**src/spl_pkg.sv**
```systemverilog
package spl_pkg;

  // ----------------------------------------
  // Register offsets
  // ----------------------------------------
  localparam logic [7:0] ADDR_INSERT = 8'hC2;
  localparam logic [7:0] ADDR_POWER  = 8'hC3;
  localparam logic [7:0] ADDR_SLEEP  = 8'hC4;
  localparam logic [7:0] ADDR_FWD    = 8'hC6;

  // ----------------------------------------
  // Reset values and writable bits
  // ----------------------------------------
  localparam logic [7:0] INSERT_RST   = 8'h00;
  localparam logic [7:0] POWER_RST    = 8'h00;
  localparam logic [7:0] SLEEP_RST    = 8'h50;
  localparam logic [7:0] FWD_RST      = 8'h00;
  localparam logic [7:0] INSERT_WMASK = 8'h0F;
  localparam logic [7:0] POWER_WMASK  = 8'hFF;
  localparam logic [7:0] SLEEP_WMASK  = 8'hFF;
  localparam logic [7:0] FWD_WMASK    = 8'h7B;

  // ----------------------------------------
  // Field positions
  // ----------------------------------------
  localparam int INS_LSB      = 0;
  localparam int INS_W        = 4;
  localparam int CPU_PD_BIT   = 7;
  localparam int SW_PD_BIT    = 6;
  localparam int IND_MODE_LSB = 4;
  localparam int OUT_MODE_BIT = 3;
  localparam int PLL_OFF_BIT  = 2;
  localparam int PM_LSB       = 0;
  localparam int FWD_LSB      = 4;
  localparam int FWD_W        = 3;
  localparam int RMII_CLK_BIT = 3;
  localparam int HOST_LSB     = 0;

  localparam int NPORT        = 2;
  localparam logic [1:0] STRAP_LOAD_CNT = 2'h2;

  // ----------------------------------------
  // Timing
  // ----------------------------------------
  localparam int SLEEP_UNIT_MS  = 20;
  localparam int CLK_KHZ        = 125000;
  localparam int SLEEP_UNIT_CYC = SLEEP_UNIT_MS * CLK_KHZ;

  // ----------------------------------------
  // Encodings
  // ----------------------------------------
  typedef enum logic [1:0] {
    PM_NORMAL   = 2'h0,
    PM_ENERGY   = 2'h1,
    PM_SOFT_PD  = 2'h2,
    PM_SAVING   = 2'h3
  } spl_pm_type;

  typedef enum logic [1:0] {
    IND_LNKACT_SPEED  = 2'h0,
    IND_LINK_ACT      = 2'h1,
    IND_LNKACT_DUPLEX = 2'h2,
    IND_LINK_DUPLEX   = 2'h3
  } spl_ind_mode_type;

  typedef enum logic [1:0] {
    HOST_I2C_MASTER = 2'h0,
    HOST_I2C_SLAVE  = 2'h1,
    HOST_SPI_SLAVE  = 2'h2,
    HOST_SERIAL_MGT = 2'h3
  } spl_host_type;

  typedef enum logic [1:0] {
    SLP_AWAKE    = 2'h0,
    SLP_COUNTING = 2'h1,
    SLP_ASLEEP   = 2'h2
  } spl_sleep_type;

endpackage

```
**src/spl_ind_if.sv**
```systemverilog
`timescale 1ns/1ps
interface spl_ind_if;
  spl_pkg::spl_ind_mode_type mode;
  logic                      debug_out;
  logic                      energy_stretched;
  logic                      device_ready;
  logic                      link_up;
  logic                      activity;
  logic                      speed_100;
  logic                      full_duplex;
  logic                      first_ind;
  logic                      second_ind;

  modport ctrl (
    output mode, debug_out, energy_stretched, device_ready,
    output link_up, activity, speed_100, full_duplex,
    input  first_ind, second_ind
  );
  modport drv (
    input  mode, debug_out, energy_stretched, device_ready,
    input  link_up, activity, speed_100, full_duplex,
    output first_ind, second_ind
  );
endinterface

```
**src/spl_indicator.sv**
```systemverilog
`timescale 1ns/1ps
module spl_indicator (
  input  wire logic i_sys_clk,
  input  wire logic i_resetn,
  spl_ind_if.drv    ind
);

  // ----------------------------------------
  // Activity blink
  // ----------------------------------------
  logic blink_q;
  logic lnkact;
  logic act_pin;
  logic first_d;
  logic second_d;
  logic first_q;
  logic second_q;

  always_ff @(posedge i_sys_clk or negedge i_resetn) begin
    if (!i_resetn) begin
      // Resets low so a quiet link still reads as on
      blink_q <= 1'b0;
    end else if (ind.activity) begin
      blink_q <= ~blink_q;
    end
  end

  // Pins are active low: low means on
  always_comb begin
    lnkact   = ind.link_up ? blink_q : 1'b1;
    act_pin  = ~blink_q;
    first_d  = 1'b1;
    second_d = 1'b1;
    case (ind.mode)
      spl_pkg::IND_LNKACT_SPEED: begin
        first_d  = lnkact;
        second_d = ind.link_up ? ~ind.speed_100 : 1'b1;
      end
      spl_pkg::IND_LINK_ACT: begin
        first_d  = ~ind.link_up;
        second_d = act_pin;
      end
      spl_pkg::IND_LNKACT_DUPLEX: begin
        first_d  = lnkact;
        second_d = ind.link_up ? ~ind.full_duplex : 1'b1;
      end
      spl_pkg::IND_LINK_DUPLEX: begin
        first_d  = ~ind.link_up;
        second_d = ind.link_up ? ~ind.full_duplex : 1'b1;
      end
      default: begin
        first_d  = 1'b1;
        second_d = 1'b1;
      end
    endcase
    if (ind.debug_out) begin
      first_d  = ~ind.device_ready;
      second_d = ~ind.energy_stretched;
    end
  end

  always_ff @(posedge i_sys_clk or negedge i_resetn) begin
    if (!i_resetn) begin
      first_q  <= 1'b1;
      second_q <= 1'b1;
    end else begin
      first_q  <= first_d;
      second_q <= second_d;
    end
  end

  assign ind.first_ind  = first_q;
  assign ind.second_ind = second_q;

endmodule

```
**src/spl_config.sv**
```systemverilog
// Behaviour
// - Insertion bits enable default VLAN tag insertion
// - Bit 7 enables processor-side clock gating
// - Bit 6 enables switch clock gating
// - Indicator mode field selects indicator functions
// - Pins low when on; activity toggles
// - Debug mode outputs inverted energy and ready
// - PLL-off bit allows PLL power down
// - Power field selects operating mode
// - Sleep only after continuous no-energy period
// - Sleep delay in 20 ms steps, default 0x50
// - Port mask for invalid VLAN identifier frames
// - Host interface field, reset from straps
//
`timescale 1ns/1ps
module spl_config #(
  parameter int unsigned P_SLEEP_UNIT_CYCLES = spl_pkg::SLEEP_UNIT_CYC
) (
  input  wire logic        i_sys_clk,
  input  wire logic        i_resetn,
  input  wire logic [7:0]  i_reg_addr,
  input  wire logic [7:0]  i_reg_wdata,
  input  wire logic        i_reg_wr,
  input  wire logic        i_reg_rd,
  output logic      [7:0]  o_reg_rdata,
  output logic             o_reg_rvalid,
  input  wire logic        i_port2_indicator_hi_strap,
  input  wire logic        i_port2_indicator_lo_strap,
  input  wire logic        i_energy_present,
  input  wire logic        i_energy_stretched,
  input  wire logic        i_device_ready,
  input  wire logic [1:0]  i_link_up,
  input  wire logic [1:0]  i_activity,
  input  wire logic [1:0]  i_speed_100,
  input  wire logic [1:0]  i_full_duplex,
  output logic [3:0]       o_insert_port_default_vlan_id,
  output logic             o_cpu_clk_gate_en,
  output logic             o_switch_clk_gate_en,
  output logic             o_pll_power_down,
  output logic [1:0]       o_power_mode,
  output logic             o_low_power,
  output logic [2:0]       o_invalid_vlan_identifier_fwd,
  output logic             o_p3_rmii_clk_internal,
  output logic [1:0]       o_host_mode,
  output logic [1:0]       o_first_indicator,
  output logic [1:0]       o_second_indicator
);

  // ----------------------------------------
  // Pin synchronisers
  // ----------------------------------------
  logic [1:0] strap_meta_q;
  logic [1:0] strap_sync_q;
  logic [1:0] ens_meta_q;
  logic [1:0] ens_sync_q;
  logic       energy_present;
  logic       energy_stretched;

  always_ff @(posedge i_sys_clk or negedge i_resetn) begin
    if (!i_resetn) begin
      strap_meta_q <= 2'h0;
      strap_sync_q <= 2'h0;
      ens_meta_q   <= 2'h0;
      ens_sync_q   <= 2'h0;
    end else begin
      strap_meta_q <= {i_port2_indicator_hi_strap,
                       i_port2_indicator_lo_strap};
      strap_sync_q <= strap_meta_q;
      ens_meta_q   <= {i_energy_present, i_energy_stretched};
      ens_sync_q   <= ens_meta_q;
    end
  end

  assign energy_present   = ens_sync_q[1];
  assign energy_stretched = ens_sync_q[0];

  // ----------------------------------------
  // Strap capture after reset release
  // ----------------------------------------
  logic [1:0] strap_cnt_q;
  logic       strap_load;

  always_ff @(posedge i_sys_clk or negedge i_resetn) begin
    if (!i_resetn) begin
      strap_cnt_q <= 2'h0;
    end else if (strap_cnt_q != spl_pkg::STRAP_LOAD_CNT + 2'h1) begin
      strap_cnt_q <= strap_cnt_q + 2'h1;
    end
  end

  // Synchroniser needs two edges before the strap is trustworthy
  assign strap_load = (strap_cnt_q == spl_pkg::STRAP_LOAD_CNT);

  // ----------------------------------------
  // Registers
  // ----------------------------------------
  logic [7:0] insert_q;
  logic [7:0] power_q;
  logic [7:0] sleep_q;
  logic [7:0] fwd_q;
  logic       wr_insert;
  logic       wr_power;
  logic       wr_sleep;
  logic       wr_fwd;

  assign wr_insert = i_reg_wr && (i_reg_addr == spl_pkg::ADDR_INSERT);
  assign wr_power  = i_reg_wr && (i_reg_addr == spl_pkg::ADDR_POWER);
  assign wr_sleep  = i_reg_wr && (i_reg_addr == spl_pkg::ADDR_SLEEP);
  assign wr_fwd    = i_reg_wr && (i_reg_addr == spl_pkg::ADDR_FWD);

  // Reserved bits are forced back to their defaults on every write except to FWD, which keeps their current value
  always_ff @(posedge i_sys_clk or negedge i_resetn) begin
    if (!i_resetn) begin
      insert_q <= spl_pkg::INSERT_RST;
    end else if (wr_insert) begin
      insert_q <= (i_reg_wdata & spl_pkg::INSERT_WMASK)
                | (spl_pkg::INSERT_RST & ~spl_pkg::INSERT_WMASK);
    end
  end

  always_ff @(posedge i_sys_clk or negedge i_resetn) begin
    if (!i_resetn) begin
      power_q <= spl_pkg::POWER_RST;
    end else if (wr_power) begin
      power_q <= (i_reg_wdata & spl_pkg::POWER_WMASK)
               | (spl_pkg::POWER_RST & ~spl_pkg::POWER_WMASK);
    end
  end

  always_ff @(posedge i_sys_clk or negedge i_resetn) begin
    if (!i_resetn) begin
      sleep_q <= spl_pkg::SLEEP_RST;
    end else if (wr_sleep) begin
      sleep_q <= (i_reg_wdata & spl_pkg::SLEEP_WMASK)
               | (spl_pkg::SLEEP_RST & ~spl_pkg::SLEEP_WMASK);
    end
  end

  always_ff @(posedge i_sys_clk or negedge i_resetn) begin
    if (!i_resetn) begin
      fwd_q <= spl_pkg::FWD_RST;
    end else if (strap_load) begin
      fwd_q[spl_pkg::HOST_LSB +: 2] <= strap_sync_q;
    end else if (wr_fwd) begin
      fwd_q <= (i_reg_wdata & spl_pkg::FWD_WMASK)
             | (fwd_q & ~spl_pkg::FWD_WMASK);
    end
  end

  // ----------------------------------------
  // Read port
  // ----------------------------------------
  logic [7:0] rdata_d;

  always_comb begin
    case (i_reg_addr)
      spl_pkg::ADDR_INSERT: rdata_d = insert_q;
      spl_pkg::ADDR_POWER:  rdata_d = power_q;
      spl_pkg::ADDR_SLEEP:  rdata_d = sleep_q;
      spl_pkg::ADDR_FWD:    rdata_d = fwd_q;
      default:              rdata_d = 8'h00;
    endcase
  end

  always_ff @(posedge i_sys_clk or negedge i_resetn) begin
    if (!i_resetn) begin
      o_reg_rdata  <= 8'h00;
      o_reg_rvalid <= 1'b0;
    end else begin
      o_reg_rvalid <= i_reg_rd;
      if (i_reg_rd) begin
        o_reg_rdata <= rdata_d;
      end
    end
  end

  // ----------------------------------------
  // Energy-detect sleep timer
  // ----------------------------------------
  spl_pkg::spl_pm_type    pm_mode;
  spl_pkg::spl_sleep_type slp_q;
  logic [31:0]            cyc_q;
  logic [7:0]             unit_q;
  logic                   unit_tick;

  assign pm_mode   = spl_pkg::spl_pm_type'(power_q[spl_pkg::PM_LSB +: 2]);
  assign unit_tick = (cyc_q == P_SLEEP_UNIT_CYCLES - 1);

  always_ff @(posedge i_sys_clk or negedge i_resetn) begin
    if (!i_resetn) begin
      cyc_q <= 32'h0;
    end else if (slp_q != spl_pkg::SLP_COUNTING || unit_tick) begin
      cyc_q <= 32'h0;
    end else begin
      cyc_q <= cyc_q + 32'h1;
    end
  end

  always_ff @(posedge i_sys_clk or negedge i_resetn) begin
    if (!i_resetn) begin
      unit_q <= 8'h00;
    end else if (slp_q != spl_pkg::SLP_COUNTING) begin
      unit_q <= 8'h00;
    end else if (unit_tick) begin
      unit_q <= unit_q + 8'h01;
    end
  end

  // Any energy restarts the whole period, so detection is consecutive
  always_ff @(posedge i_sys_clk or negedge i_resetn) begin
    if (!i_resetn) begin
      slp_q <= spl_pkg::SLP_AWAKE;
    end else if (pm_mode != spl_pkg::PM_ENERGY || energy_present) begin
      slp_q <= spl_pkg::SLP_AWAKE;
    end else begin
      case (slp_q)
        spl_pkg::SLP_AWAKE:    slp_q <= spl_pkg::SLP_COUNTING;
        spl_pkg::SLP_COUNTING: begin
          if (unit_q >= sleep_q) begin
            slp_q <= spl_pkg::SLP_ASLEEP;
          end
        end
        spl_pkg::SLP_ASLEEP:   slp_q <= spl_pkg::SLP_ASLEEP;
        default:               slp_q <= spl_pkg::SLP_AWAKE;
      endcase
    end
  end

  // ----------------------------------------
  // Control outputs
  // ----------------------------------------
  always_ff @(posedge i_sys_clk or negedge i_resetn) begin
    if (!i_resetn) begin
      o_insert_port_default_vlan_id <= 4'h0;
      o_cpu_clk_gate_en             <= 1'b0;
      o_switch_clk_gate_en          <= 1'b0;
      o_pll_power_down              <= 1'b0;
      o_power_mode                  <= 2'h0;
      o_low_power                   <= 1'b0;
      o_invalid_vlan_identifier_fwd <= 3'h0;
      o_p3_rmii_clk_internal        <= 1'b0;
      o_host_mode                   <= 2'h0;
    end else begin
      o_insert_port_default_vlan_id <=
        insert_q[spl_pkg::INS_LSB +: spl_pkg::INS_W];
      o_cpu_clk_gate_en    <= power_q[spl_pkg::CPU_PD_BIT];
      o_switch_clk_gate_en <= power_q[spl_pkg::SW_PD_BIT];
      o_power_mode         <= pm_mode;
      o_low_power          <= (slp_q == spl_pkg::SLP_ASLEEP)
                           || pm_mode == spl_pkg::PM_SOFT_PD;
      // PLL may only drop while the energy-detect sleep holds
      o_pll_power_down     <= power_q[spl_pkg::PLL_OFF_BIT]
                           && slp_q == spl_pkg::SLP_ASLEEP;
      o_invalid_vlan_identifier_fwd <=
        fwd_q[spl_pkg::FWD_LSB +: spl_pkg::FWD_W];
      o_p3_rmii_clk_internal <= fwd_q[spl_pkg::RMII_CLK_BIT];
      o_host_mode          <= fwd_q[spl_pkg::HOST_LSB +: 2];
    end
  end

  // ----------------------------------------
  // Indicator drivers
  // ----------------------------------------
  spl_ind_if ind_bus [spl_pkg::NPORT] ();

  genvar gp;
  generate
    for (gp = 0; gp < spl_pkg::NPORT; gp++) begin : g_ind
      assign ind_bus[gp].mode = spl_pkg::spl_ind_mode_type'(
               power_q[spl_pkg::IND_MODE_LSB +: 2]);
      assign ind_bus[gp].debug_out = power_q[spl_pkg::OUT_MODE_BIT];
      assign ind_bus[gp].energy_stretched = energy_stretched;
      assign ind_bus[gp].device_ready     = i_device_ready;
      assign ind_bus[gp].link_up          = i_link_up[gp];
      assign ind_bus[gp].activity         = i_activity[gp];
      assign ind_bus[gp].speed_100        = i_speed_100[gp];
      assign ind_bus[gp].full_duplex      = i_full_duplex[gp];
      assign o_first_indicator[gp]        = ind_bus[gp].first_ind;
      assign o_second_indicator[gp]       = ind_bus[gp].second_ind;

      spl_indicator u_ind (
        .i_sys_clk (i_sys_clk),
        .i_resetn  (i_resetn),
        .ind       (ind_bus[gp])
      );
    end
  endgenerate

endmodule

```
**config.mk**
```make
export PLATFORM = sky130hd
export DESIGN_NAME = spl_config
export DESIGN_NICKNAME = d
export VERILOG_FILES = /design/src/spl_pkg.sv /design/src/spl_ind_if.sv /design/src/spl_indicator.sv /design/src/spl_config.sv
export SDC_FILE = /design/constraint.sdc
export NUM_CORES = 1
export LEC_CHECK = 0
export BUFFER_PORTS_ARGS = -buffer_cell sky130_fd_sc_hd__buf_2
export CORE_AREA = 2 2 101 103
export CTS_CLUSTER_SIZE = 8
export DETAILED_ROUTE_END_ITERATION = 6
export DIE_AREA = 0 0 103 105
export GPL_ROUTABILITY_DRIVEN = 0
export PLACE_DENSITY_LB_ADDON = 0.1
export SYNTH_ARGS = -nofsm -noshare
export SYNTH_HDL_FRONTEND = slang
export SYNTH_SLANG_ARGS = --single-unit
```
**constraint.sdc**
```tcl
create_clock -name i_sys_clk -period 1.73 [get_ports i_sys_clk]
set_input_delay 0.173 -clock i_sys_clk [delete_from_list [all_inputs] [get_ports i_sys_clk]]
set_output_delay 0.173 -clock i_sys_clk [all_outputs]
set_load 0.02 [all_outputs]
```
==> impl_metrics.toml <==
[run_status]
status = "finished with violations"
violations = "setup timing"

[layout]
area_delta_synth_final_pct = 24.4
final_cells = 704
n_fill_cell = 801
fin_nets = 614
final_layout_size_suffix_gt1_share_pct = 31.7
antennaDiodeCount = 0
stdcell_area_um2 = 6200

[power]
switchingPower_uw = 1150
ir_drop_mv = 0.383
combPwrFrac_pct = 8.5
p_seq_share_pct = 57.4
p_int_uw = 3590
clkPwrFrac_pct = 34.1
p_leak_uw = 0.00295
p_per_area_nw_per_um2 = 764
switching_share_pct = 24.2

[logic_synthesis]
avgSynthCellArea_um2 = 11.2
yosysSeqAreaShare_pct = 54.9
synth_top_area_cell = "dfrtp_1"
synth.net_count = 492
synth_warnings = 0
syn_area_um2 = 4980
synth_edf_count = 0
async_flop_share_pct = 100
yosys.cell_types.count = 44
synth_ff_type = "dfrtp_1"
synth_area_leaders = "dfrtp_1 (52%), mux2_2 (6.1%), xor2_1 (4.6%), ha_1 (3.8%), nor2_1 (3.2%)"
synth_top_area_share_pct = 51.7
synth_cells = 444
synth_seq_cells = 109
synthMostInstantiatedCell = "dfrtp_1"
yosys-top-cells-count = "dfrtp_1 (103), nor2_1 (43), nand2_1 (33)"

[placement]
dpl.cell_count = 676
port_buffers = 61
dp_hpwl_um = 7680
place_area_um2 = 5820

[timing]
hold_viol = 0
rsz0062_at_grt = "yes"
fin_crit_ns = 1.85
fmax_mhz = 540
worst_pin_slew_ns = 0.504
fin_ws_ns = -0.122
fin_skew_ns = 0.0106
slew_headroom_pct = 66.4
setup_viol = 38
drv_slew = 0
fin_crit_sh_pct = 107

[setup_path]
worst_path_max_delay_cell = "or4_4"
path_cells = "or4_4 > nor4_4 > nand4_4 > or3_1 > a21boi_1"
critPathRequiredTime_ns = 2.03
path_max_fanout = 8
critPathBufInv = 0
reg2reg_slack_ns = -0.12
critPathLaunchType = "register"
critPathCaptureType = "register"
slowest_delay_ns = 0.53
crit_arrival_ns = 2.15
cp_top_family = "simple AND/OR/NAND/NOR gates"
timing.setup.critical_path_class = "register to register"

[min_path]
hp-class = "input pin to register"

[drt]
routed_wl_um = 10400
drtPass1Iterations = 4
drtIter0Drc = 116
ant_nets = 0
wl_met1_um = 5030
vias = 3715
wire_per_inst_um = 14.8
dr_wl_met3_um = 369
route.met2.wl_um = 4910
top_layer = "met4"
via_per_inst = 5.28
drc = 0

[die]
dieArea_um2 = 10800
pin_count = 62
start_util_pct = 51.7
die-width_um = 103
core_area_um2 = 9640
die_y_um = 105
fp-row-count = 36

[clocking]
root_buffer = "clkbuf_8"
h-tree-depth = 3
clk_pin_slew_ns = 0.10
cts_made_buffers = 9
cts_tree = "built"
clkLatencyLatePin_ns = 0.38
cts.sinks = 109
cts_buffer_depth = 2

[global_routing]
first_global_vias = 3636
gr-usage-all-layers_pct = 20.5
grt_start_max_net_pins = 39
grt_first_pass_wirelength_um = 17400
grt_overflow_total = 0
antenna_found_initial = 0

[job]
maxCapViolCount = 0
==> cell usage in the layout, fill, tap and decap left out, types with 6 or more instances in the layout <==
cell type,synthesis,routed
buf_2,4,60
o21ai_0,12,10
a21oi_1,11,11
xor2_1,26,26
nand2_1,33,33
clkbuf_8,0,11
dfrtp_1,103,101
mux2i_1,9,9
nand4_1,11,11
and3_1,13,13
nor4_4,3,6
dfstp_2,6,6
xnor2_1,8,7
nand2b_1,6,6
nand3_1,23,23
ha_1,15,15
a22oi_1,6,6
inv_1,20,19
o22ai_1,8,8
mux2_2,27,27
buf_4,4,51
dlygate4sd3_1,0,8
nor2_1,43,42
==> layer usage <==
layer  vias up  track usage, %
met5         -               0
met3        11            3.61
met2        72            30.8
met4         0            6.77
li1       1792               -
met1      1840            30.1
==> area by class of cell <==
type | instances | area (um2) | area share (%)
clock buffers | 12 | 155 | 2.50
clock inverters | 4 | 55.1 | 0.887
inverters | 20 | 75.1 | 1.21
multi-input cells | 302 | 2180 | 35.1
flip-flops and latches | 109 | 2740 | 44.1
well taps | 133 | 166 | 2.68
repair buffers | 124 | 837 | 13.5
==> registers in the layout (all words and copies together), names as in the netlist, 2 cells and up <==
name / cells
cyc_q: 32
o_reg_rdata: 8
power_q: 8
sleep_q: 8
unit_q: 8
fwd_q: 6
insert_q: 4
o_insert_port_default_vlan_id: 4
o_invalid_vlan_identifier_fwd: 3
ens_meta_q: 2
ens_sync_q: 2
g_ind.u_ind.blink_q: 2
g_ind.u_ind.ind.first_ind: 2
g_ind.u_ind.ind.second_ind: 2
o_host_mode: 2
o_power_mode: 2
slp_q: 2
strap_cnt_q: 2
strap_meta_q: 2
strap_sync_q: 2
==> power by group through the flow <==
stage / Combinational, uW / Sequential (uW) / Clock, uW
global placement: 381 / 2770 / 0
CTS: 407 / 2720 / 1660
finish: 402 / 2720 / 1620
floorplan: 194 / 2780 / 0
detailed placement: 389 / 2770 / 0
global route: 450 / 2740 / 1760
==> path summary, 6_finish.rpt <==
| kind | from | endpoint | cells after the start |
|---|---|---|---|
| max in group asynchronous | i_resetn | strap_meta_q[1] | 3 |
| min reg2reg | ens_meta_q[0] | ens_sync_q[0] | 0 |
| min in group asynchronous | i_resetn | o_invalid_vlan_identifier_fwd[0] | 2 |
| max | cyc_q[14] | unit_q[4] | 5 |
| min | i_reg_rd | o_reg_rvalid | 1 |
| max reg2reg | cyc_q[14] | unit_q[4] | 5 |
==> cells by family after synthesis <==
group	synth area share (%)
xor+xnor	5.97
buf+inv	2.89
compound gates	5.87
fa+ha+maj	3.77
flops	54.9
mux	7.91
simple gates	18.7
==> what timing repair did <==
action                                 4_1_cts  5_1_grt
pin swaps                                    5        7
endpoints found under the hold margin       38        0
hold buffers                                 8        0
buffers inserted                             2        2
setup endpoints to repair                   39       41
resized for setup                            9        8
==> through the flow <==
step	util [%]	TNS [ns]	power [uW]	setup slack, ns	hold WS (ns)
final	64.4	-3.27	4740	-0.122	0.0221
after floorplan	-	-0.110	2980	-0.0359	-0.123
after global placement	60.3	-2.34	3150	-0.0832	0.177
after CTS	63.9	-2.79	4790	-0.107	0.00647
after detailed placement	60.3	-4.71	3160	-0.165	0.181
after global routing	64.4	-6.93	4940	-0.216	0.0146
No activity file was read; power rests on OpenSTA's default activity.
